`config.mk`:
```
export PLATFORM = sky130hd
export DESIGN_NAME = nirq_irq_logic
export DESIGN_NICKNAME = d
export VERILOG_FILES = /design/src/nirq_align_check.v /design/src/nirq_irq_logic.v /design/src/nirq_level_edge.v
export VERILOG_INCLUDE_DIRS = /design/src
export SDC_FILE = /design/constraint.sdc
export NUM_CORES = 1
export LEC_CHECK = 0
export BUFFER_PORTS_ARGS = -buffer_cell sky130_fd_sc_hd__buf_2
export CAP_MARGIN = 0
export CORE_ASPECT_RATIO = 0.7
export CORE_MARGIN = 2
export CORE_UTILIZATION = 40
export DETAILED_ROUTE_END_ITERATION = 8
export MAX_ROUTING_LAYER = met4
export PLACE_DENSITY = 0.6
export SYNTH_ARGS = -nofsm -noshare
export SYNTH_HDL_FRONTEND = slang
export SYNTH_SLANG_ARGS = --single-unit
```
`constraint.sdc`:
```
create_clock -name aclk -period 2.3 [get_ports aclk]
set_input_delay 0 -clock aclk [delete_from_list [all_inputs] [get_ports aclk]]
set_output_delay 0 -clock aclk [all_outputs]
set_load 0.05 [all_outputs]
```
`src/nirq_defines.vh`:
```
// register map, field positions and reset values of the interrupt block
`ifndef NIRQ_DEFINES_VH
`define NIRQ_DEFINES_VH

// ----------------------------------------------------------------
// register byte offsets
// ----------------------------------------------------------------
`define NIRQ_OFS_SOURCE 8'h00
`define NIRQ_OFS_MASK 8'h04
`define NIRQ_OFS_CLEAR 8'h08
`define NIRQ_OFS_LEVELS 8'h0c
`define NIRQ_OFS_FLAGS 8'h10

// ----------------------------------------------------------------
// source bit positions
// ----------------------------------------------------------------
`define NIRQ_NSRC 15
`define NIRQ_B_TX_EMPTY 0
`define NIRQ_B_TX_LEVEL 1
`define NIRQ_B_TX_NOTFULL 2
`define NIRQ_B_RX_NONEMPTY 3
`define NIRQ_B_RX_LEVEL 4
`define NIRQ_B_RX_FULL 5
`define NIRQ_B_BUS_PUSH_ERR 6
`define NIRQ_B_BUS_POP_ERR 7
`define NIRQ_B_LINK_PUSH_ERR 8
`define NIRQ_B_LINK_POP_ERR 9
`define NIRQ_B_BLK_READ 10
`define NIRQ_B_BLK_WRITE 11
`define NIRQ_B_WPAR_DONE 12
`define NIRQ_B_RECC_DONE 13
`define NIRQ_B_CORR_DONE 14

// ----------------------------------------------------------------
// widths and reset values
// ----------------------------------------------------------------
`define NIRQ_LVL_W 13
`define NIRQ_LVLS_RX_LSB 16
`define NIRQ_MASK_RESET 32'h0fff_ffff
`define NIRQ_LVL_RESET 13'h0800
`define NIRQ_ZERO32 32'h0000_0000
`define NIRQ_RESP_OKAY 2'b00
`define NIRQ_RESP_SLVERR 2'b10
`define NIRQ_PTR_W 2
`define NIRQ_PTR_ZERO 2'b00
`define NIRQ_SZ_W 2

`endif

```
`src/nirq_align_check.v`:
```
// misaligned access detector for one fifo port
`include "nirq_defines.vh"

module nirq_align_check (
  input wire aclk,
  input wire aresetn,
  input wire access,
  input wire [`NIRQ_SZ_W-1:0] access_size,
  input wire limit_hit,
  output reg error
);

  reg [`NIRQ_PTR_W-1:0] byte_ptr;
  reg [`NIRQ_SZ_W-1:0] last_size;
  reg seen;
  wire misaligned;
  wire [`NIRQ_PTR_W-1:0] step;

  // ----------------------------------------------------------------
  // byte pointer and width tracking
  // ----------------------------------------------------------------
  // RL4: width change off byte zero
  assign misaligned = seen && (access_size != last_size) && (byte_ptr != `NIRQ_PTR_ZERO);
  // size code 0 byte, 1 half, 2 word: pointer advances by 2**size
  assign step = (access_size == 2'd0) ? 2'd1 : ((access_size == 2'd1) ? 2'd2 : 2'd0);

  always @(posedge aclk) begin
    if (!aresetn) begin
      byte_ptr <= `NIRQ_PTR_ZERO;
      last_size <= 2'd0;
      seen <= 1'b0;
      error <= 1'b0;
    end else begin
      error <= access && (misaligned || limit_hit);
      if (access) begin
        byte_ptr <= byte_ptr + step;
        last_size <= access_size;
        seen <= 1'b1;
      end
    end
  end

endmodule

```
`src/nirq_irq_logic.v`:
```
// interrupt source, mask and clear logic with axi4-lite register slave
// Functional notes
// RL1: link receive push error sets bit 8
// RL2: bus read of receive queue error sets 7
// RL3: bus write of transmit queue error sets 6
// RL4: width change off byte zero is misaligned
// RL5: receive queue becoming full sets bit 5
// RL6: receive level above threshold sets bit 4
// RL7: receive queue becoming nonempty sets bit 3
// RL8: transmit queue leaving full sets bit 2
// RL9: transmit free space above threshold sets 1
// RL10: transmit queue becoming empty sets bit 0
// RL11: mask one blocks; all masked after reset
// RL12: each of fifteen sources masked independently
// RL13: writing one to clear register clears
// RL14: raw unmasked sources readable in status register
// RL15: link pop of transmit queue error sets 9
// RL16: block write sets 11, block read 10
// RL17: interrupt when any unmasked source set
// RL18: zero clear ignored; event beats clear
//
// The AXI4-Lite register port is this design's own decision.
`include "nirq_defines.vh"

module nirq_irq_logic (
  input wire aclk,
  input wire aresetn,
  input wire [7:0] s_axi_awaddr,
  input wire [2:0] s_axi_awprot,
  input wire s_axi_awvalid,
  output reg s_axi_awready,
  input wire [31:0] s_axi_wdata,
  input wire [3:0] s_axi_wstrb,
  input wire s_axi_wvalid,
  output reg s_axi_wready,
  output reg [1:0] s_axi_bresp,
  output reg s_axi_bvalid,
  input wire s_axi_bready,
  input wire [7:0] s_axi_araddr,
  input wire [2:0] s_axi_arprot,
  input wire s_axi_arvalid,
  output reg s_axi_arready,
  output reg [31:0] s_axi_rdata,
  output reg [1:0] s_axi_rresp,
  output reg s_axi_rvalid,
  input wire s_axi_rready,
  input wire [`NIRQ_LVL_W-1:0] tx_free_level,
  input wire [`NIRQ_LVL_W-1:0] rx_fill_level,
  input wire bus_tx_push,
  input wire [`NIRQ_SZ_W-1:0] bus_tx_size,
  input wire bus_rx_pop,
  input wire [`NIRQ_SZ_W-1:0] bus_rx_size,
  input wire link_rx_push,
  input wire [`NIRQ_SZ_W-1:0] link_rx_size,
  input wire link_tx_pop,
  input wire [`NIRQ_SZ_W-1:0] link_tx_size,
  input wire block_read_done,
  input wire block_write_done,
  input wire write_parity_done,
  input wire read_ecc_done,
  input wire corrected_data_done,
  output reg irq
);

  // ----------------------------------------------------------------
  // state
  // ----------------------------------------------------------------
  localparam [`NIRQ_LVL_W-1:0] FULL_LEVEL = {`NIRQ_LVL_W{1'b1}};

  reg [`NIRQ_NSRC-1:0] irq_raw_source;
  reg [31:0] irq_mask;
  reg [`NIRQ_LVL_W-1:0] tx_threshold;
  reg [`NIRQ_LVL_W-1:0] rx_threshold;
  reg [`NIRQ_NSRC-1:0] next_raw;
  reg [`NIRQ_NSRC-1:0] events;
  reg [`NIRQ_NSRC-1:0] clear_bits;
  reg [31:0] clear_word;
  reg [7:0] wr_addr;
  reg [31:0] wr_data;
  reg [3:0] wr_strb;
  reg aw_held;
  reg w_held;

  wire tx_empty_ev;
  wire tx_notfull_ev;
  wire tx_above;
  wire rx_nonempty_ev;
  wire rx_full_ev;
  wire rx_above;
  wire bus_push_err;
  wire bus_pop_err;
  wire link_push_err;
  wire link_pop_err;
  wire do_write;

  function [31:0] strb_merge;
    input [31:0] old_val;
    input [31:0] new_val;
    input [3:0] strb;
    integer i;
    begin
      strb_merge = old_val;
      for (i = 0; i < 4; i = i + 1) begin
        if (strb[i]) begin
          strb_merge[i*8 +: 8] = new_val[i*8 +: 8];
        end
      end
    end
  endfunction

  function reg_mapped;
    input [7:0] addr;
    begin
      reg_mapped = (addr == `NIRQ_OFS_SOURCE) || (addr == `NIRQ_OFS_MASK) ||
        (addr == `NIRQ_OFS_CLEAR) || (addr == `NIRQ_OFS_LEVELS) ||
        (addr == `NIRQ_OFS_FLAGS);
    end
  endfunction

  // ----------------------------------------------------------------
  // event sources
  // ----------------------------------------------------------------
  nirq_level_edge u_tx_level (
    .aclk(aclk),
    .aresetn(aresetn),
    .level(tx_free_level),
    .threshold(tx_threshold),
    .full_level(FULL_LEVEL),
    .became_empty(),
    .became_nonempty(),
    .became_full(tx_empty_ev),
    .left_full(),
    .above(tx_above)
  );

  nirq_level_edge u_rx_level (
    .aclk(aclk),
    .aresetn(aresetn),
    .level(rx_fill_level),
    .threshold(rx_threshold),
    .full_level(FULL_LEVEL),
    .became_empty(),
    .became_nonempty(rx_nonempty_ev),
    .became_full(rx_full_ev),
    .left_full(),
    .above(rx_above)
  );

  // transmit queue leaves full when free space rises from zero
  reg tx_prev_nospace;
  reg tx_notfull_q;
  always @(posedge aclk) begin
    if (!aresetn) begin
      tx_prev_nospace <= 1'b0;
      tx_notfull_q <= 1'b0;
    end else begin
      tx_prev_nospace <= (tx_free_level == {`NIRQ_LVL_W{1'b0}});
      tx_notfull_q <= tx_prev_nospace && (tx_free_level != {`NIRQ_LVL_W{1'b0}});
    end
  end
  assign tx_notfull_ev = tx_notfull_q;

  // RL3: bus side transmit push check
  nirq_align_check u_bus_push (
    .aclk(aclk),
    .aresetn(aresetn),
    .access(bus_tx_push),
    .access_size(bus_tx_size),
    .limit_hit(tx_free_level == {`NIRQ_LVL_W{1'b0}}),
    .error(bus_push_err)
  );

  // RL2: bus side receive pop check
  nirq_align_check u_bus_pop (
    .aclk(aclk),
    .aresetn(aresetn),
    .access(bus_rx_pop),
    .access_size(bus_rx_size),
    .limit_hit(rx_fill_level == {`NIRQ_LVL_W{1'b0}}),
    .error(bus_pop_err)
  );

  // RL1: link side receive push check
  nirq_align_check u_link_push (
    .aclk(aclk),
    .aresetn(aresetn),
    .access(link_rx_push),
    .access_size(link_rx_size),
    .limit_hit(rx_fill_level == FULL_LEVEL),
    .error(link_push_err)
  );

  // RL15: link side transmit pop check
  nirq_align_check u_link_pop (
    .aclk(aclk),
    .aresetn(aresetn),
    .access(link_tx_pop),
    .access_size(link_tx_size),
    .limit_hit(tx_free_level == FULL_LEVEL),
    .error(link_pop_err)
  );

  // ----------------------------------------------------------------
  // raw source latch
  // ----------------------------------------------------------------
  always @* begin
    events = {`NIRQ_NSRC{1'b0}};
    // RL10: transmit empty event
    events[`NIRQ_B_TX_EMPTY] = tx_empty_ev;
    // RL9: transmit space above level
    events[`NIRQ_B_TX_LEVEL] = tx_above;
    // RL8: transmit not full
    events[`NIRQ_B_TX_NOTFULL] = tx_notfull_ev;
    // RL7: receive became nonempty
    events[`NIRQ_B_RX_NONEMPTY] = rx_nonempty_ev;
    // RL6: receive above level
    events[`NIRQ_B_RX_LEVEL] = rx_above;
    // RL5: receive became full
    events[`NIRQ_B_RX_FULL] = rx_full_ev;
    events[`NIRQ_B_BUS_PUSH_ERR] = bus_push_err;
    events[`NIRQ_B_BUS_POP_ERR] = bus_pop_err;
    events[`NIRQ_B_LINK_PUSH_ERR] = link_push_err;
    events[`NIRQ_B_LINK_POP_ERR] = link_pop_err;
    // RL16: block transfer completion
    events[`NIRQ_B_BLK_READ] = block_read_done;
    events[`NIRQ_B_BLK_WRITE] = block_write_done;
    events[`NIRQ_B_WPAR_DONE] = write_parity_done;
    events[`NIRQ_B_RECC_DONE] = read_ecc_done;
    events[`NIRQ_B_CORR_DONE] = corrected_data_done;
  end

  always @* begin
    clear_word = `NIRQ_ZERO32;
    // RL13: write one to clear
    if (do_write && (wr_addr == `NIRQ_OFS_CLEAR)) begin
      clear_word = strb_merge(`NIRQ_ZERO32, wr_data, wr_strb);
    end
    // only the implemented source bits can be cleared
    clear_bits = clear_word[`NIRQ_NSRC-1:0];
    // RL18: set wins over clear
    next_raw = (irq_raw_source & ~clear_bits) | events;
  end

  always @(posedge aclk) begin
    if (!aresetn) begin
      irq_raw_source <= {`NIRQ_NSRC{1'b0}};
      irq <= 1'b0;
    end else begin
      irq_raw_source <= next_raw;
      // RL17: unmasked set source drives irq
      irq <= |(next_raw & ~irq_mask[`NIRQ_NSRC-1:0]);
    end
  end

  // ----------------------------------------------------------------
  // axi4-lite write channel
  // ----------------------------------------------------------------
  assign do_write = aw_held && w_held && !s_axi_bvalid;

  always @(posedge aclk) begin
    if (!aresetn) begin
      s_axi_awready <= 1'b1;
      s_axi_wready <= 1'b1;
      s_axi_bvalid <= 1'b0;
      s_axi_bresp <= `NIRQ_RESP_OKAY;
      aw_held <= 1'b0;
      w_held <= 1'b0;
      wr_addr <= 8'h00;
      wr_data <= `NIRQ_ZERO32;
      wr_strb <= 4'h0;
      // RL11: every source masked at reset
      irq_mask <= `NIRQ_MASK_RESET;
      tx_threshold <= `NIRQ_LVL_RESET;
      rx_threshold <= `NIRQ_LVL_RESET;
    end else begin
      if (s_axi_awvalid && s_axi_awready) begin
        wr_addr <= {s_axi_awaddr[7:2], 2'b00};
        aw_held <= 1'b1;
        s_axi_awready <= 1'b0;
      end
      if (s_axi_wvalid && s_axi_wready) begin
        wr_data <= s_axi_wdata;
        wr_strb <= s_axi_wstrb;
        w_held <= 1'b1;
        s_axi_wready <= 1'b0;
      end
      if (do_write) begin
        aw_held <= 1'b0;
        w_held <= 1'b0;
        s_axi_bvalid <= 1'b1;
        s_axi_bresp <= reg_mapped(wr_addr) ? `NIRQ_RESP_OKAY : `NIRQ_RESP_SLVERR;
        // RL12: per-bit independent mask
        if (wr_addr == `NIRQ_OFS_MASK) begin
          irq_mask <= strb_merge(irq_mask, wr_data, wr_strb);
        end
        if (wr_addr == `NIRQ_OFS_LEVELS) begin
          tx_threshold <= wr_data[`NIRQ_LVL_W-1:0];
          rx_threshold <= wr_data[`NIRQ_LVLS_RX_LSB +: `NIRQ_LVL_W];
        end
      end
      if (s_axi_bvalid && s_axi_bready) begin
        s_axi_bvalid <= 1'b0;
        s_axi_awready <= 1'b1;
        s_axi_wready <= 1'b1;
      end
    end
  end

  // ----------------------------------------------------------------
  // axi4-lite read channel
  // ----------------------------------------------------------------
  always @(posedge aclk) begin
    if (!aresetn) begin
      s_axi_arready <= 1'b1;
      s_axi_rvalid <= 1'b0;
      s_axi_rdata <= `NIRQ_ZERO32;
      s_axi_rresp <= `NIRQ_RESP_OKAY;
    end else begin
      if (s_axi_arvalid && s_axi_arready) begin
        s_axi_arready <= 1'b0;
        s_axi_rvalid <= 1'b1;
        s_axi_rresp <= `NIRQ_RESP_OKAY;
        s_axi_rdata <= `NIRQ_ZERO32;
        case ({s_axi_araddr[7:2], 2'b00})
          // RL14: raw unmasked status
          `NIRQ_OFS_SOURCE: s_axi_rdata <= {{(32-`NIRQ_NSRC){1'b0}}, irq_raw_source};
          `NIRQ_OFS_MASK: s_axi_rdata <= irq_mask;
          `NIRQ_OFS_CLEAR: s_axi_rdata <= `NIRQ_ZERO32;
          `NIRQ_OFS_LEVELS: begin
            s_axi_rdata <= {3'b000, rx_threshold, 3'b000, tx_threshold};
          end
          `NIRQ_OFS_FLAGS: begin
            s_axi_rdata <= {{(32-`NIRQ_NSRC){1'b0}},
              irq_raw_source & ~irq_mask[`NIRQ_NSRC-1:0]};
          end
          default: s_axi_rresp <= `NIRQ_RESP_SLVERR;
        endcase
      end
      if (s_axi_rvalid && s_axi_rready) begin
        s_axi_rvalid <= 1'b0;
        s_axi_arready <= 1'b1;
      end
    end
  end

endmodule

```
`src/nirq_level_edge.v`:
```
// edge and threshold event generator for the fifo level flags
`include "nirq_defines.vh"

module nirq_level_edge (
  input wire aclk,
  input wire aresetn,
  input wire [`NIRQ_LVL_W-1:0] level,
  input wire [`NIRQ_LVL_W-1:0] threshold,
  input wire [`NIRQ_LVL_W-1:0] full_level,
  output reg became_empty,
  output reg became_nonempty,
  output reg became_full,
  output reg left_full,
  output reg above
);

  reg [`NIRQ_LVL_W-1:0] prev;
  wire prev_empty;
  wire prev_full;
  wire now_empty;
  wire now_full;

  assign prev_empty = (prev == {`NIRQ_LVL_W{1'b0}});
  assign prev_full = (prev == full_level);
  assign now_empty = (level == {`NIRQ_LVL_W{1'b0}});
  assign now_full = (level == full_level);

  always @(posedge aclk) begin
    if (!aresetn) begin
      prev <= {`NIRQ_LVL_W{1'b0}};
      became_empty <= 1'b0;
      became_nonempty <= 1'b0;
      became_full <= 1'b0;
      left_full <= 1'b0;
      above <= 1'b0;
    end else begin
      prev <= level;
      became_empty <= now_empty && !prev_empty;
      became_nonempty <= !now_empty && prev_empty;
      became_full <= now_full && !prev_full;
      left_full <= !now_full && prev_full;
      above <= (level > threshold);
    end
  end

endmodule
```
Yosys cells after proc, flatten, opt, wreduce, memory -nomap -nowiden
Index checks and enable logic that the tools add are counted.
{"block": "totals", "register_bits": 216, "input_bits": 108, "output_inout_bits": 42, "elab_cells": 153}
{"block": "op_classes", "addsub": 4, "muxes": 14, "n_lt_le_gt_ge": 2, "n_eq_ne": 20, "bitwise": 7, "reduce_logical": 60}
{"cell": "32-bit case mux with 4 select lines", "n": 1}
{"cell": "13-bit equality test, second input constant", "n": 4}
{"cell": "15-bit bitwise AND", "n": 3}
{"cell": "13-bit logical NOT", "n": 3}
{"cell": "15-bit NOT", "n": 2}
{"cell": "13-bit greater-than comparator", "n": 2}
{"cell": "6-bit by 2-bit equality test with 1-bit output, second input constant", "n": 4}
{"cell": "1-bit logical AND", "n": 24}
{"cell": "2-bit two-way mux", "n": 10}
{"cell": "15-bit two-way mux", "n": 1}
{"cell": "15-bit OR", "n": 1}
{"cell": "15-bit OR reduction", "n": 1}
{"cell": "13-bit nonzero test", "n": 1}
{"cell": "6-bit by 1-bit equality test with 1-bit output, second input constant", "n": 2}
{"cell": "6-bit by 3-bit equality test with 1-bit output, second input constant", "n": 2}
{"cell": "3-bit AND reduction", "n": 4}
{"cell": "2-bit adder", "n": 4}
{"cell": "2-bit by 1-bit equality test with 1-bit output, second input constant", "n": 4}
{"cell": "2-bit logical NOT", "n": 4}
{"cell": "8-bit logical NOT", "n": 1}
{"cell": "1-bit logical OR", "n": 8}
{"cell": "8-bit two-way mux", "n": 1}
{"cell": "2-bit inequality test", "n": 4}
{"cell": "2-bit nonzero test", "n": 4}
{"cell": "7 further kinds", "n": 12}

Depth between registers and ports, before layout
Gate-level depths: netlist (run 1).
{"block": "logic_depth", "depth_word": 9, "depth_mapped": 8, "depth_no_buf": 7}

By module
From an unflattened synthesis (run 1), not the netlist that was laid out.
{"block": "unflattened", "cells_unflattened": 1199, "area_unflattened_um2": 9903.2}
{"mod": "nirq_irq_logic", "n_inst": 1, "area_each_um2": 6500.0, "cells_each": 837, "seq_area_each_um2": 3183.1}
{"mod": "nirq_level_edge", "n_inst": 2, "area_each_um2": 1133.6, "cells_each": 125, "seq_area_each_um2": 360.3}
{"mod": "nirq_align_check", "n_inst": 4, "area_each_um2": 284.0, "cells_each": 28, "seq_area_each_um2": 120.1}

Least setup slack after synthesis (run 1)
No wires, ideal clock.
{"block": "synth_timing", "path_kind": "register -> register", "start": "register s_axi_bvalid", "end": "register irq", "setup_slack_ns": 0.278, "required_time_ns": 2.161, "period_less_slack_ns": 2.022, "n_path_buf": 0, "arrival_time_ns": 1.884, "path_stages_with_launch": 6, "setup_ns": 0.139, "cell_sequence": "dfxtp_1 -> nand4b_1 -> nor3_4 -> a31oi_1 -> nor4_1 -> a41oi_1"}
{"block": "synth_via", "elab_chain_len": 9}
{"item": "start: declaration", "line": "nirq_irq_logic.v:37", "source": "output reg s_axi_bvalid,"}
{"item": "start signal: assignment", "line": "nirq_irq_logic.v:264", "source": "s_axi_bvalid <= 1'b0;"}
{"item": "start signal: assignment", "line": "nirq_irq_logic.v:290", "source": "s_axi_bvalid <= 1'b1;"}
{"item": "start signal: assignment", "line": "nirq_irq_logic.v:302", "source": "s_axi_bvalid <= 1'b0;"}
{"item": "1-bit logical NOT", "line": "nirq_irq_logic.v:258", "source": "assign do_write = aw_held && w_held && !s_axi_bvalid;"}
{"item": "1-bit logical AND", "line": "nirq_irq_logic.v:258"}
{"item": "1-bit logical AND", "line": "nirq_irq_logic.v:235", "source": "if (do_write && (wr_addr == `NIRQ_OFS_CLEAR)) begin"}
{"item": "15-bit two-way mux", "line": "nirq_irq_logic.v:235"}
{"item": "15-bit NOT", "line": "nirq_irq_logic.v:241", "source": "next_raw = (irq_raw_source & ~clear_bits) | events;"}
{"item": "15-bit bitwise AND", "line": "nirq_irq_logic.v:241"}
{"item": "15-bit OR", "line": "nirq_irq_logic.v:241"}
{"item": "15-bit bitwise AND", "line": "nirq_irq_logic.v:251", "source": "irq <= |(next_raw & ~irq_mask[`NIRQ_NSRC-1:0]);"}
{"item": "15-bit OR reduction", "line": "nirq_irq_logic.v:251"}
{"item": "end signal: assignment", "line": "nirq_irq_logic.v:251"}
{"item": "end: declaration", "line": "nirq_irq_logic.v:62", "source": "output reg irq"}
No other way between the ends.
A chain may end at the register's enable or synchronous reset.

Final worst setup path (run 1)
{"block": "layout_timing", "start": "register wr_addr[4]", "end": "register irq"}
{"block": "layout_via", "elab_chain_len": 8}
{"item": "start: declaration", "line": "nirq_irq_logic.v:78", "source": "reg [7:0] wr_addr;"}
{"item": "start signal: assignment", "line": "nirq_irq_logic.v:277", "source": "wr_addr <= {s_axi_awaddr[7:2], 2'b00};"}
{"item": "6-bit by 2-bit equality test with 1-bit output (no source line)"}
{"item": "1-bit logical AND", "line": "nirq_irq_logic.v:235"}
{"item": "15-bit two-way mux", "line": "nirq_irq_logic.v:235"}
{"item": "15-bit NOT", "line": "nirq_irq_logic.v:241"}
{"item": "15-bit bitwise AND", "line": "nirq_irq_logic.v:241"}
{"item": "15-bit OR", "line": "nirq_irq_logic.v:241"}
{"item": "15-bit bitwise AND", "line": "nirq_irq_logic.v:251"}
{"item": "15-bit OR reduction", "line": "nirq_irq_logic.v:251"}
No other way between the ends.

==> flow_summary_export.csv, run 1 <==
group,metric,value,unit
route,vias_per_cell,5.028,
placement,placed_area,10160,um2
global_routing,met2_usage,0.3812,
setup_path,worstRegToRegCells,6,
floorplan,start_util,0.4046,
clock_network,h-tree-depth,1,
sta,setup_viol,0,
final_layout,design_area,12090,um2
clock_network,insertion_delay,0.51,ns
power_and_ir_drop,p_seq_frac,0.471,
power_and_ir_drop,switching_share,0.2478,
setup_path,worstPathMaxFanout,10,
floorplan,die_x,184.3,um
final_layout,seqCellArea,4284,um2
sta,min_period,2.134,ns
clock_network,cts_tree,"yes",
clock_network,cts.path.max_buffers,3,
power_and_ir_drop,switchingPower,2.078,mW
synthesis,syn_area,9106,um2
final_layout,multi_input_area,4441,um2
outcome,status,"complete, no violations",
synthesis,synth_edf_count,0,
power_and_ir_drop,internal_power,6.308,mW
run,maxCapViolations,0,
clock_network,cts.clk_slew.worst_paths,0.07,ns
sta,drv_slew,0,
floorplan,floorplan.die_area,24010,um2
global_routing,antenna_found_initial,0,
power_and_ir_drop,p_per_area,693.6,nW/um2
setup_path,cp.required,2.65,ns
global_routing,grt_pass1_vias,8196,
setup_path,end_kind,"flop",
global_routing,grt_overflow,0,
route,drc,0,
route,drt_iter0_drc,529,
synthesis,postSynthAreaPerCell,8.248,um2
global_routing,grt_max_degree,58,
route,drt_wl_total,26.54,mm
floorplan,rows,46,
route,first_pass_iters,8,
synthesis,yosys-top-cells-count,"dfxtp_1, nand2_1, a21oi_1, nor2_1, nand3_1",
final_layout,diodes,0,
setup_path,cp.arrival,2.49,ns
synthesis,synth_top_cell_by_area,"dfxtp_1",
global_routing,grt_pass1_wl,42.44,mm
synthesis,synth.area.top_cells,"dfxtp_1, nand2_1, a21oi_1",
placement,gp_congestion,0.8849,
power_and_ir_drop,p_leak,5.137,nW
sta,setup_ws,0.1660,ns
final_layout,area_growth,32.77,%
sta,period_share,0.9278,
power_and_ir_drop,p_comb_frac,0.114,
placement,place_ws,0.1290,ns
route,vias,8391,
setup_path,start_kind,"flop",
hold_path,hold_path.class,"input pin to flop",
final_layout,fillCellCount,2115,
sta,tightest_slew,0.6930,ns
floorplan,ioPinCount,150,
power_and_ir_drop,ir_worst_vdd,0.4857,mV
power_and_ir_drop,clkPwrFrac,0.415,
synthesis,yosys_warnings,0,
global_routing,use_met3,0.03126,
clock_network,root_buffer,"clkbuf_16",
setup_path,critPathKind,"flop to flop",
synthesis,yosysUniqueCellTypes,46,
synthesis,ys.flop_type,"dfxtp_1",
final_layout,nets,1482,
global_routing,top_usage_layer,"met2",
placement,io_buffers,137,
sta,fin_setup_tns,0,ns
floorplan,core,22500,um2
sta,finalClockSkew,0.01851,ns
sta,hold_violations,0,
synthesis,synthCells,1104,
global_routing,grt_use_met1,0.2961,
route,wl_per_cell,15.90,um
floorplan,die_height,130.2,um
synthesis,yosysTopAreaCellShare,0.4705,
clock_network,cts_buffers,22,
route,postRouteAntennaNets,0,
synthesis,yosysMostFrequentCell,"dfxtp_1",
clock_network,clkSinkCount,214,
final_layout,drive_above_1_share,0.1503,
sta,rsz0062_at_grt,"no",
hold_path,hold_depth,3,
placement,detailed_place_hpwl,17.99,mm
synthesis,synth_seq_cells,214,
sta,clock.fmax,468.6,MHz
global_routing,grt_usage,0.2287,
synthesis,seq_area_frac_synth,0.4705,
setup_path,rrSetupSlack,0.17,ns
synthesis,synthArstFlopShare,0,
sta,slew_headroom,0.5337,
[through the flow]
| stage | hold slack [ns] | util | total power, mW | std cells |
|---|---|---|---|---|
| after floorplan | 0.1004 | - | 4.507 | 1105 |
| after global placement | 0.2153 | 0.4513 | 4.798 | 1511 |
| after detailed placement | 0.2309 | 0.4513 | 4.811 | 1511 |
| after CTS | 0.006035 | 0.5366 | 8.452 | 1669 |
| after global routing | 0.04116 | 0.5373 | 8.742 | 1669 |
| final | 0.01830 | 0.5373 | 8.386 | 1669 |
[layout make-up]
class | count | area share
Inverter | 35 | 0.01107
Sequential cell | 214 | 0.3543
Clock inverter | 4 | 0.002173
Clock buffer | 33 | 0.05650
Multi-Input combinational cell | 790 | 0.3673
Tap cell | 312 | 0.03229
Timing Repair Buffer | 281 | 0.1763
[placed cells by master (no fill, tap or decap), types with 18 or more instances in the layout]
cell	n
nor3_1	33
dlygate4sd3_1	121
buf_4	18
mux2i_1	40
nor2_1	103
dfxtp_1	214
nand3_1	73
clkbuf_16	23
buf_2	137
ha_1	30
nand2_1	202
inv_1	34
and2_1	26
a21oi_1	118
[per-layer routing]
layer / part of all wire / up-vias
met3: 0.040 / 43
li1: - / 4253
met4: 0.021 / 0
met5: 0 / -
met2: 0.47 / 198
met1: 0.47 / 3897
[registers in the layout, summed over array words and instances, names as in the netlist, 6 cells and up]
register,cells
rx_threshold,13
tx_threshold,13
irq_raw_source,15
wr_data,32
irq_mask,32
s_axi_rdata,32
wr_addr,6
u_rx_level.prev,13
u_tx_level.prev,13
[what timing repair did]
action / in CTS / in global routing
endpoints found under the setup margin: 0 / 10
setup buffers: 0 / 0
hold endpoints to repair: 107 / 0
resized for setup: 0 / 4
hold buffers: 121 / 0
[cells by family (layout without fill, tap and decap cells)]
kind of cell | after synthesis | count (layout) | synth area share
muxes | 41 | 41 | 0.04520
buffers and inverters | 101 | 353 | 0.04383
xor gates and xnor gates | 16 | 16 | 0.01539
other | 1 | 2 | 0.0004118
DFF | 214 | 214 | 0.4705
AOI/OAI and AO/OA | 197 | 197 | 0.1301
adders and majority gates | 30 | 30 | 0.04122
and+or+nand+nor | 504 | 504 | 0.2534
[worst max-delay path: stages, from the launching register on]
cell	delay, ns
dfxtp_1	0.32
or4_1	0.52
buf_4	0.21
nor4_1	0.29
o32ai_1	0.12
nor4_1	0.34
a41oi_1	0.18
[final timing paths]
path	to	startpoint
setup reg to reg	irq$_SDFF_PN0_	wr_addr[4]$_SDFFE_PN0P_
hold / removal	s_axi_rresp[1]$_SDFFE_PN0P_	s_axi_araddr[2]
hold reg to reg	s_axi_rdata[31]$_SDFFE_PN0P_	s_axi_rdata[31]$_SDFFE_PN0P_
setup / recovery	irq$_SDFF_PN0_	wr_addr[4]$_SDFFE_PN0P_
[power by group through the flow]
stage | clock [mW] | combinational, mW | sequential, mW
final | 3.48 | 0.953 | 3.95
after global routing | 3.73 | 1.05 | 3.96
after CTS | 3.56 | 0.947 | 3.95
after detailed placement | 0 | 0.781 | 4.03
after global placement | 0 | 0.771 | 4.03
after floorplan | 0 | 0.430 | 4.08
Power figures use the tool's default switching activity.
==> inputs of run 2 (changes only) <==
--- a/config.mk
+++ b/config.mk
@@ -10,10 +10,10 @@
 export CAP_MARGIN = 0
 export CORE_ASPECT_RATIO = 0.7
 export CORE_MARGIN = 2
-export CORE_UTILIZATION = 40
+export CORE_UTILIZATION = 47
 export DETAILED_ROUTE_END_ITERATION = 8
 export MAX_ROUTING_LAYER = met4
-export PLACE_DENSITY = 0.6
+export PLACE_DENSITY = 0.68
 export SYNTH_ARGS = -nofsm -noshare
 export SYNTH_HDL_FRONTEND = slang
 export SYNTH_SLANG_ARGS = --single-unit
==> run 2 against run 1 <==
Register-to-register slack barely moved. Clock power barely moved. Critical path depth grew 1. Cell area down 0.82%. Final cell count decreased by 2.9%.
==> flow_summary_export.csv, run 2 (same netlist as run 1, synthesis figures left out) <==
group,metric,value,unit
sta,tightest_slew,1.137,ns
sta,min_period,2.146,ns
floorplan,die_height,120.5,um
final_layout,final_util,0.6321,
route,vias_per_cell,5.278,
sta,fin_setup_tns,0,ns
final_layout,final_common_cell,"dfxtp_1",
floorplan,ioPinCount,150,
route,postRouteAntennaNets,0,
setup_path,crit_path_top_delay_cell,"or4_1",
setup_path,rrSetupSlack,0.15,ns
placement,detailed_place_hpwl,17.15,mm
hold_path,worstHoldEndpoint,"wr_addr[4]$_SDFFE_PN0P_",
route,vias,8555,
route,wl_per_cell,15.73,um
final_layout,final_cell_mix,"dfxtp_1, nand2_1, buf_2",
clock_network,clkSinkCount,214,
sta,setup_ws,0.1538,ns
route,drc,0,
floorplan,rows,42,
clock_network,root_buffer,"clkbuf_16",
power_and_ir_drop,p_per_area,696.7,nW/um2
placement,io_buffers,137,
setup_path,cp.required,2.68,ns
outcome,status,"complete, no violations",
hold_path,hold_path.class,"input pin to flop",
clock_network,h-tree-depth,1,
clock_network,cts_buffers,21,
floorplan,floorplan.die_area,20520,um2
global_routing,grt_pass1_vias,8166,
global_routing,grt_overflow,0,
global_routing,grt_max_degree,61,
clock_network,cts_tree,"yes",
sta,setup_viol,0,
clock_network,cts.path.max_buffers,3,
sta,finalClockSkew,0.01352,ns
final_layout,reg_top3,"irq_mask (32), s_axi_rdata (32), wr_data (32)",
setup_path,worstPathMaxFanout,35,
run,maxCapViolations,0,
floorplan,core,18970,um2
global_routing,grt_usage,0.2552,
sta,slew_headroom,0.2391,
setup_path,cp_common_cell,"nand2_1",
global_routing,antenna_found_initial,1,
sta,drv_slew,0,
sta,period_share,0.9331,
hold_path,hold_path_startpoint,"s_axi_awvalid",
final_layout,area_growth,31.68,%
final_layout,drive_above_1_share,0.1519,
clock_network,cts.clk_slew.worst_paths,0.06,ns
clock_network,cts_setup_buffers,0,
setup_path,r2r_end,"irq_mask[26]$_SDFFE_PN1P_",
setup_path,cp_top_family,"simple AND/OR/NAND/NOR gates",
floorplan,start_util,0.4800,
route,first_pass_iters,5,
power_and_ir_drop,p_leak,5.135,nW
setup_path,path_buf_inv,2,
final_layout,nets,1480,
setup_path,cp.arrival,2.52,ns
setup_path,start_kind,"flop",
floorplan,die_x,170.4,um
sta,clock.fmax,465.9,MHz
placement,place_ws,0.1710,ns
setup_path,crit_path_cell_trace,"or4_1, buf_4, nor4b_4, buf_12, nand2_1, nand2_1, nand3_1",
route,drt_iter0_drc,661,
setup_path,critPathKind,"flop to flop",
setup_path,slowest_delay,0.51,ns
global_routing,grt_pass1_wl,40.93,mm
sta,rsz0062_at_grt,"no",
setup_path,worstRegToRegCells,7,
setup_path,end_kind,"flop",
sta,hold_violations,0,
setup_path,reg2reg_from,"wr_addr[4]$_SDFFE_PN0P_",
placement,gp_congestion,0.8676,
clock_network,insertion_delay,0.51,ns
setup_path,critPathLaunch,"wr_addr[4]$_SDFFE_PN0P_",
hold_path,hold_depth,4,
power_and_ir_drop,ir_worst_vdd,0.4493,mV
route,drt_wl_total,25.51,mm
==> run 2: stage by stage <==
stage,std cells,power [mW],hold slack [ns],cell area (um2)
3_5_place_dp,1468,4.804,0.2251,10130
3_3_place_gp,1468,4.789,0.2256,10130
6_report,1621,8.355,0.06693,11990
4_1_cts,1620,8.402,0.01405,11980
5_1_grt,1621,8.683,0.06960,11990
2_1_floorplan,1105,4.507,0.1004,9110
==> run 2: power by group <==
part	leakage [nW]	switching, mW	internal [mW]
logic	3.04	0.521	0.422
clock network	0.348	1.41	2.05
registers	1.75	0.107	3.84
==> run 2: layout make-up <==
| class | instances | area, um2 |
|---|---|---|
| inverters | 35 | 133.9 |
| clock buffers | 33 | 650.6 |
| repair buffers | 280 | 2110 |
| flip-flops and latches | 214 | 4284 |
| well taps | 264 | 330.3 |
| clock inverters | 4 | 48.80 |
| fillers | 1653 | 6979 |
| diodes | 1 | 2.502 |
| multi-input cells | 790 | 4432 |
==> run 2: repair_timing <==
item | 4_1_cts | 5_1_grt
gates resized for setup | 0 | 2
hold endpoints to repair | 112 | 0
endpoints found under the setup margin | 0 | 5
hold buffers | 115 | 0
==> run 2: metal layers <==
layer | vias to the layer above | part of all wire | global-route usage
li1 | 4252 | - | -
met5 | - | 0 | -
met3 | 51 | 0.056 | 0.04190
met1 | 3999 | 0.46 | 0.3319
met4 | 0 | 0.026 | 0.06677
met2 | 253 | 0.46 | 0.4167
==> run 2: worst max-delay path by stage <==
stage / end / slack, ns / depth (start not counted)
finish: irq_mask[26]$_SDFFE_PN1P_ / 0.15 / 7
global route: irq_mask[28]$_SDFFE_PN0P_ / 0.02 / 7
CTS: irq_mask[13]$_SDFFE_PN1P_ / 0.15 / 7
detailed placement: irq_mask[9]$_SDFFE_PN1P_ / 0.17 / 7
global placement: irq_mask[8]$_SDFFE_PN1P_ / 0.17 / 7
floorplan: irq$_SDFF_PN0_ / 0.28 / 5
==> run 2: worst register-to-register path, cell delays in order (launching register included) <==
cell and delay (ns):
dfxtp_1 0.31, or4_1 0.51, buf_4 0.20, nor4b_4 0.31
buf_12 0.25, nand2_1 0.24, nand2_1 0.13, nand3_1 0.07
==> inputs of run 3 (changes only) <==
--- a/config.mk
+++ b/config.mk
@@ -16,4 +16,5 @@
 export PLACE_DENSITY = 0.68
 export SYNTH_ARGS = -nofsm -noshare
 export SYNTH_HDL_FRONTEND = slang
+export SYNTH_HIERARCHICAL = 1
 export SYNTH_SLANG_ARGS = --single-unit
==> run 3 against run 2 <==
Routed wire length up 5.2%. Critical endpoint is now irq$_SDFF_PN0_. Largest cell class unchanged. Global-route usage shrank 0.59 points. Combinational power is 3.7% lower. Sequential share of layout area decreased by 1.7 points.
==> flow_summary_export.csv, run 3 <==
group,metric,value,unit
final_layout,nets,1595,
power_and_ir_drop,p_per_area,661.3,nW/um2
sta,drv_slew,0,
final_layout,final_common_cell,"nand2_1",
clock_network,cts.path.max_buffers,3,
sta,period_share,0.9341,
floorplan,core,20010,um2
run,maxCapViolations,0,
sta,clock.fmax,465.5,MHz
placement,detailed_place_hpwl,17.97,mm
setup_path,critPathKind,"flop to flop",
clock_network,cts.clk_slew.worst_paths,0.07,ns
route,drt_iter0_drc,652,
sta,min_period,2.148,ns
outcome,status,"complete, no violations",
global_routing,grt_overflow,0,
setup_path,start_kind,"flop",
placement,dp.cells,1604,
placement,place_ws,0.1939,ns
setup_path,worstPathMaxFanout,12,
setup_path,crit_path_top_delay_cell,"or4_4",
sta,tightest_slew,0.9113,ns
final_layout,layout.cells.non_filler,1740,
route,wl_per_cell,15.42,um
global_routing,grt_usage,0.2494,
power_and_ir_drop,p_leak,5.266,nW
floorplan,start_util,0.4852,
clock_network,insertion_delay,0.49,ns
final_layout,final_cell_mix,"nand2_1, dfxtp_1, buf_2",
sta,setup_ws,0.1516,ns
final_layout,reg_top3,"irq_mask (32), s_axi_rdata (32), wr_data (32)",
setup_path,path_buf_inv,1,
sta,fin_setup_tns,0,ns
sta,rsz0062_at_grt,"no",
global_routing,grt_pass1_vias,8514,
sta,fin_hold_ws,0.02564,ns
global_routing,antenna_found_initial,0,
sta,setup_viol,0,
route,vias_per_cell,5.193,
clock_network,post_cts_resized,0,
route,drc,0,
final_layout,drive_above_1_share,0.1408,
global_routing,grt_pass1_wl,43.49,mm
setup_path,slowest_delay,0.66,ns
clock_network,cts_setup_buffers,0,
placement,gp_congestion,0.8295,
floorplan,die_x,175.8,um
clock_network,h-tree-depth,1,
setup_path,cp.required,2.66,ns
final_layout,fillCellCount,1835,
hold_path,hold_path.class,"input pin to flop",
global_routing,grt_max_degree,95,
final_layout,final_util,0.6285,
placement,placed_area,10880,um2
synthesis,syn_area,9712,um2
clock_network,clkSinkCount,214,
floorplan,floorplan.die_area,21850,um2
floorplan,die_height,124.3,um
power_and_ir_drop,p_total,8.318,mW
setup_path,cp.arrival,2.50,ns
route,vias,9035,
synthesis,yosys_warnings,6,
clock_network,cts_buffers,21,
synthesis,synthCells,1179,
route,postRouteAntennaNets,0,
route,drt_wl_total,26.84,mm
route,first_pass_iters,5,
setup_path,end_kind,"flop",
floorplan,ioPinCount,150,
setup_path,cp_top_family,"simple AND/OR/NAND/NOR gates",
clock_network,root_buffer,"clkbuf_16",
final_layout,diodes,0,
power_and_ir_drop,ir_worst_vdd,0.5080,mV
final_layout,design_area,12580,um2
clock_network,cts_tree,"yes",
placement,io_buffers,137,
sta,finalClockSkew,0.01242,ns
synthesis,postSynthAreaPerCell,8.237,um2
floorplan,rows,43,
final_layout,area_growth,29.52,%
sta,hold_violations,0,
sta,slew_headroom,0.3925,
setup_path,crit_path_cell_trace,"or4_4, nor3_2, buf_4, a311oi_1, nor4_1, a41oi_1",
[run 3: cell types whose count changed in the layout (fill, tap and decap cells not counted), sizes merged, moves of 18 or more]
cell,before,now
xnor2,8,34
nor2,103,50
conb,2,54
nand2,206,275
nand3,73,44
xor2,8,26
[run 3: final timing paths]
kind,slack (ns),endpoint,startpoint,cells past startpoint
worst max register to register,0.15,irq$_SDFF_PN0_,wr_addr[7]$_SDFFE_PN0P_,6
worst min-delay path,0.03,s_axi_rresp[1]$_SDFFE_PN0P_,s_axi_araddr[5],4
worst min register to register,0.45,irq_mask[28]$_SDFFE_PN0P_,irq_mask[28]$_SDFFE_PN0P_,2
worst max-delay path,0.15,irq$_SDFF_PN0_,wr_addr[7]$_SDFFE_PN0P_,6
[run 3: power by group]
| group | switching (mW) | internal (mW) | total, mW |
|---|---|---|---|
| Combinational | 0.492 | 0.416 | 0.908 |
| Sequential | 0.0997 | 3.82 | 3.92 |
| Clock | 1.43 | 2.06 | 3.49 |
| Total | 2.02 | 6.30 | 8.32 |
[run 3: layer usage]
layer | up-vias | global-route usage | routed length [um]
met4 | 0 | 0.04375 | 426
met3 | 38 | 0.03114 | 1484
met5 | - | - | 0
met2 | 263 | 0.3907 | 11930
met1 | 4198 | 0.3508 | 12990
li1 | 4536 | - | -
[run 3: what timing repair did]
| item | CTS | global route |
|---|---|---|
| hold buffers | 100 | 0 |
| endpoints found under the hold margin | 105 | 0 |
| endpoints found under the setup margin | 0 | 0 |
[run 3: tightest hold or removal path, stage by stage]
cell	delay, ns
buf_2	0.07
or3_1	0.23
nor3_1	0.09
nor2_1	0.09
[run 3: layout make-up]
cell class	instances	area [um2]	area share
Multi-Input combinational cell	919	5213	0.4144
Sequential cell	214	4284	0.3406
Timing Repair Buffer	263	1907	0.1516
Clock buffer	29	605.6	0.04814
Tap cell	270	337.8	0.02686
Inverter	38	143.9	0.01144
Clock inverter	7	87.58	0.006963
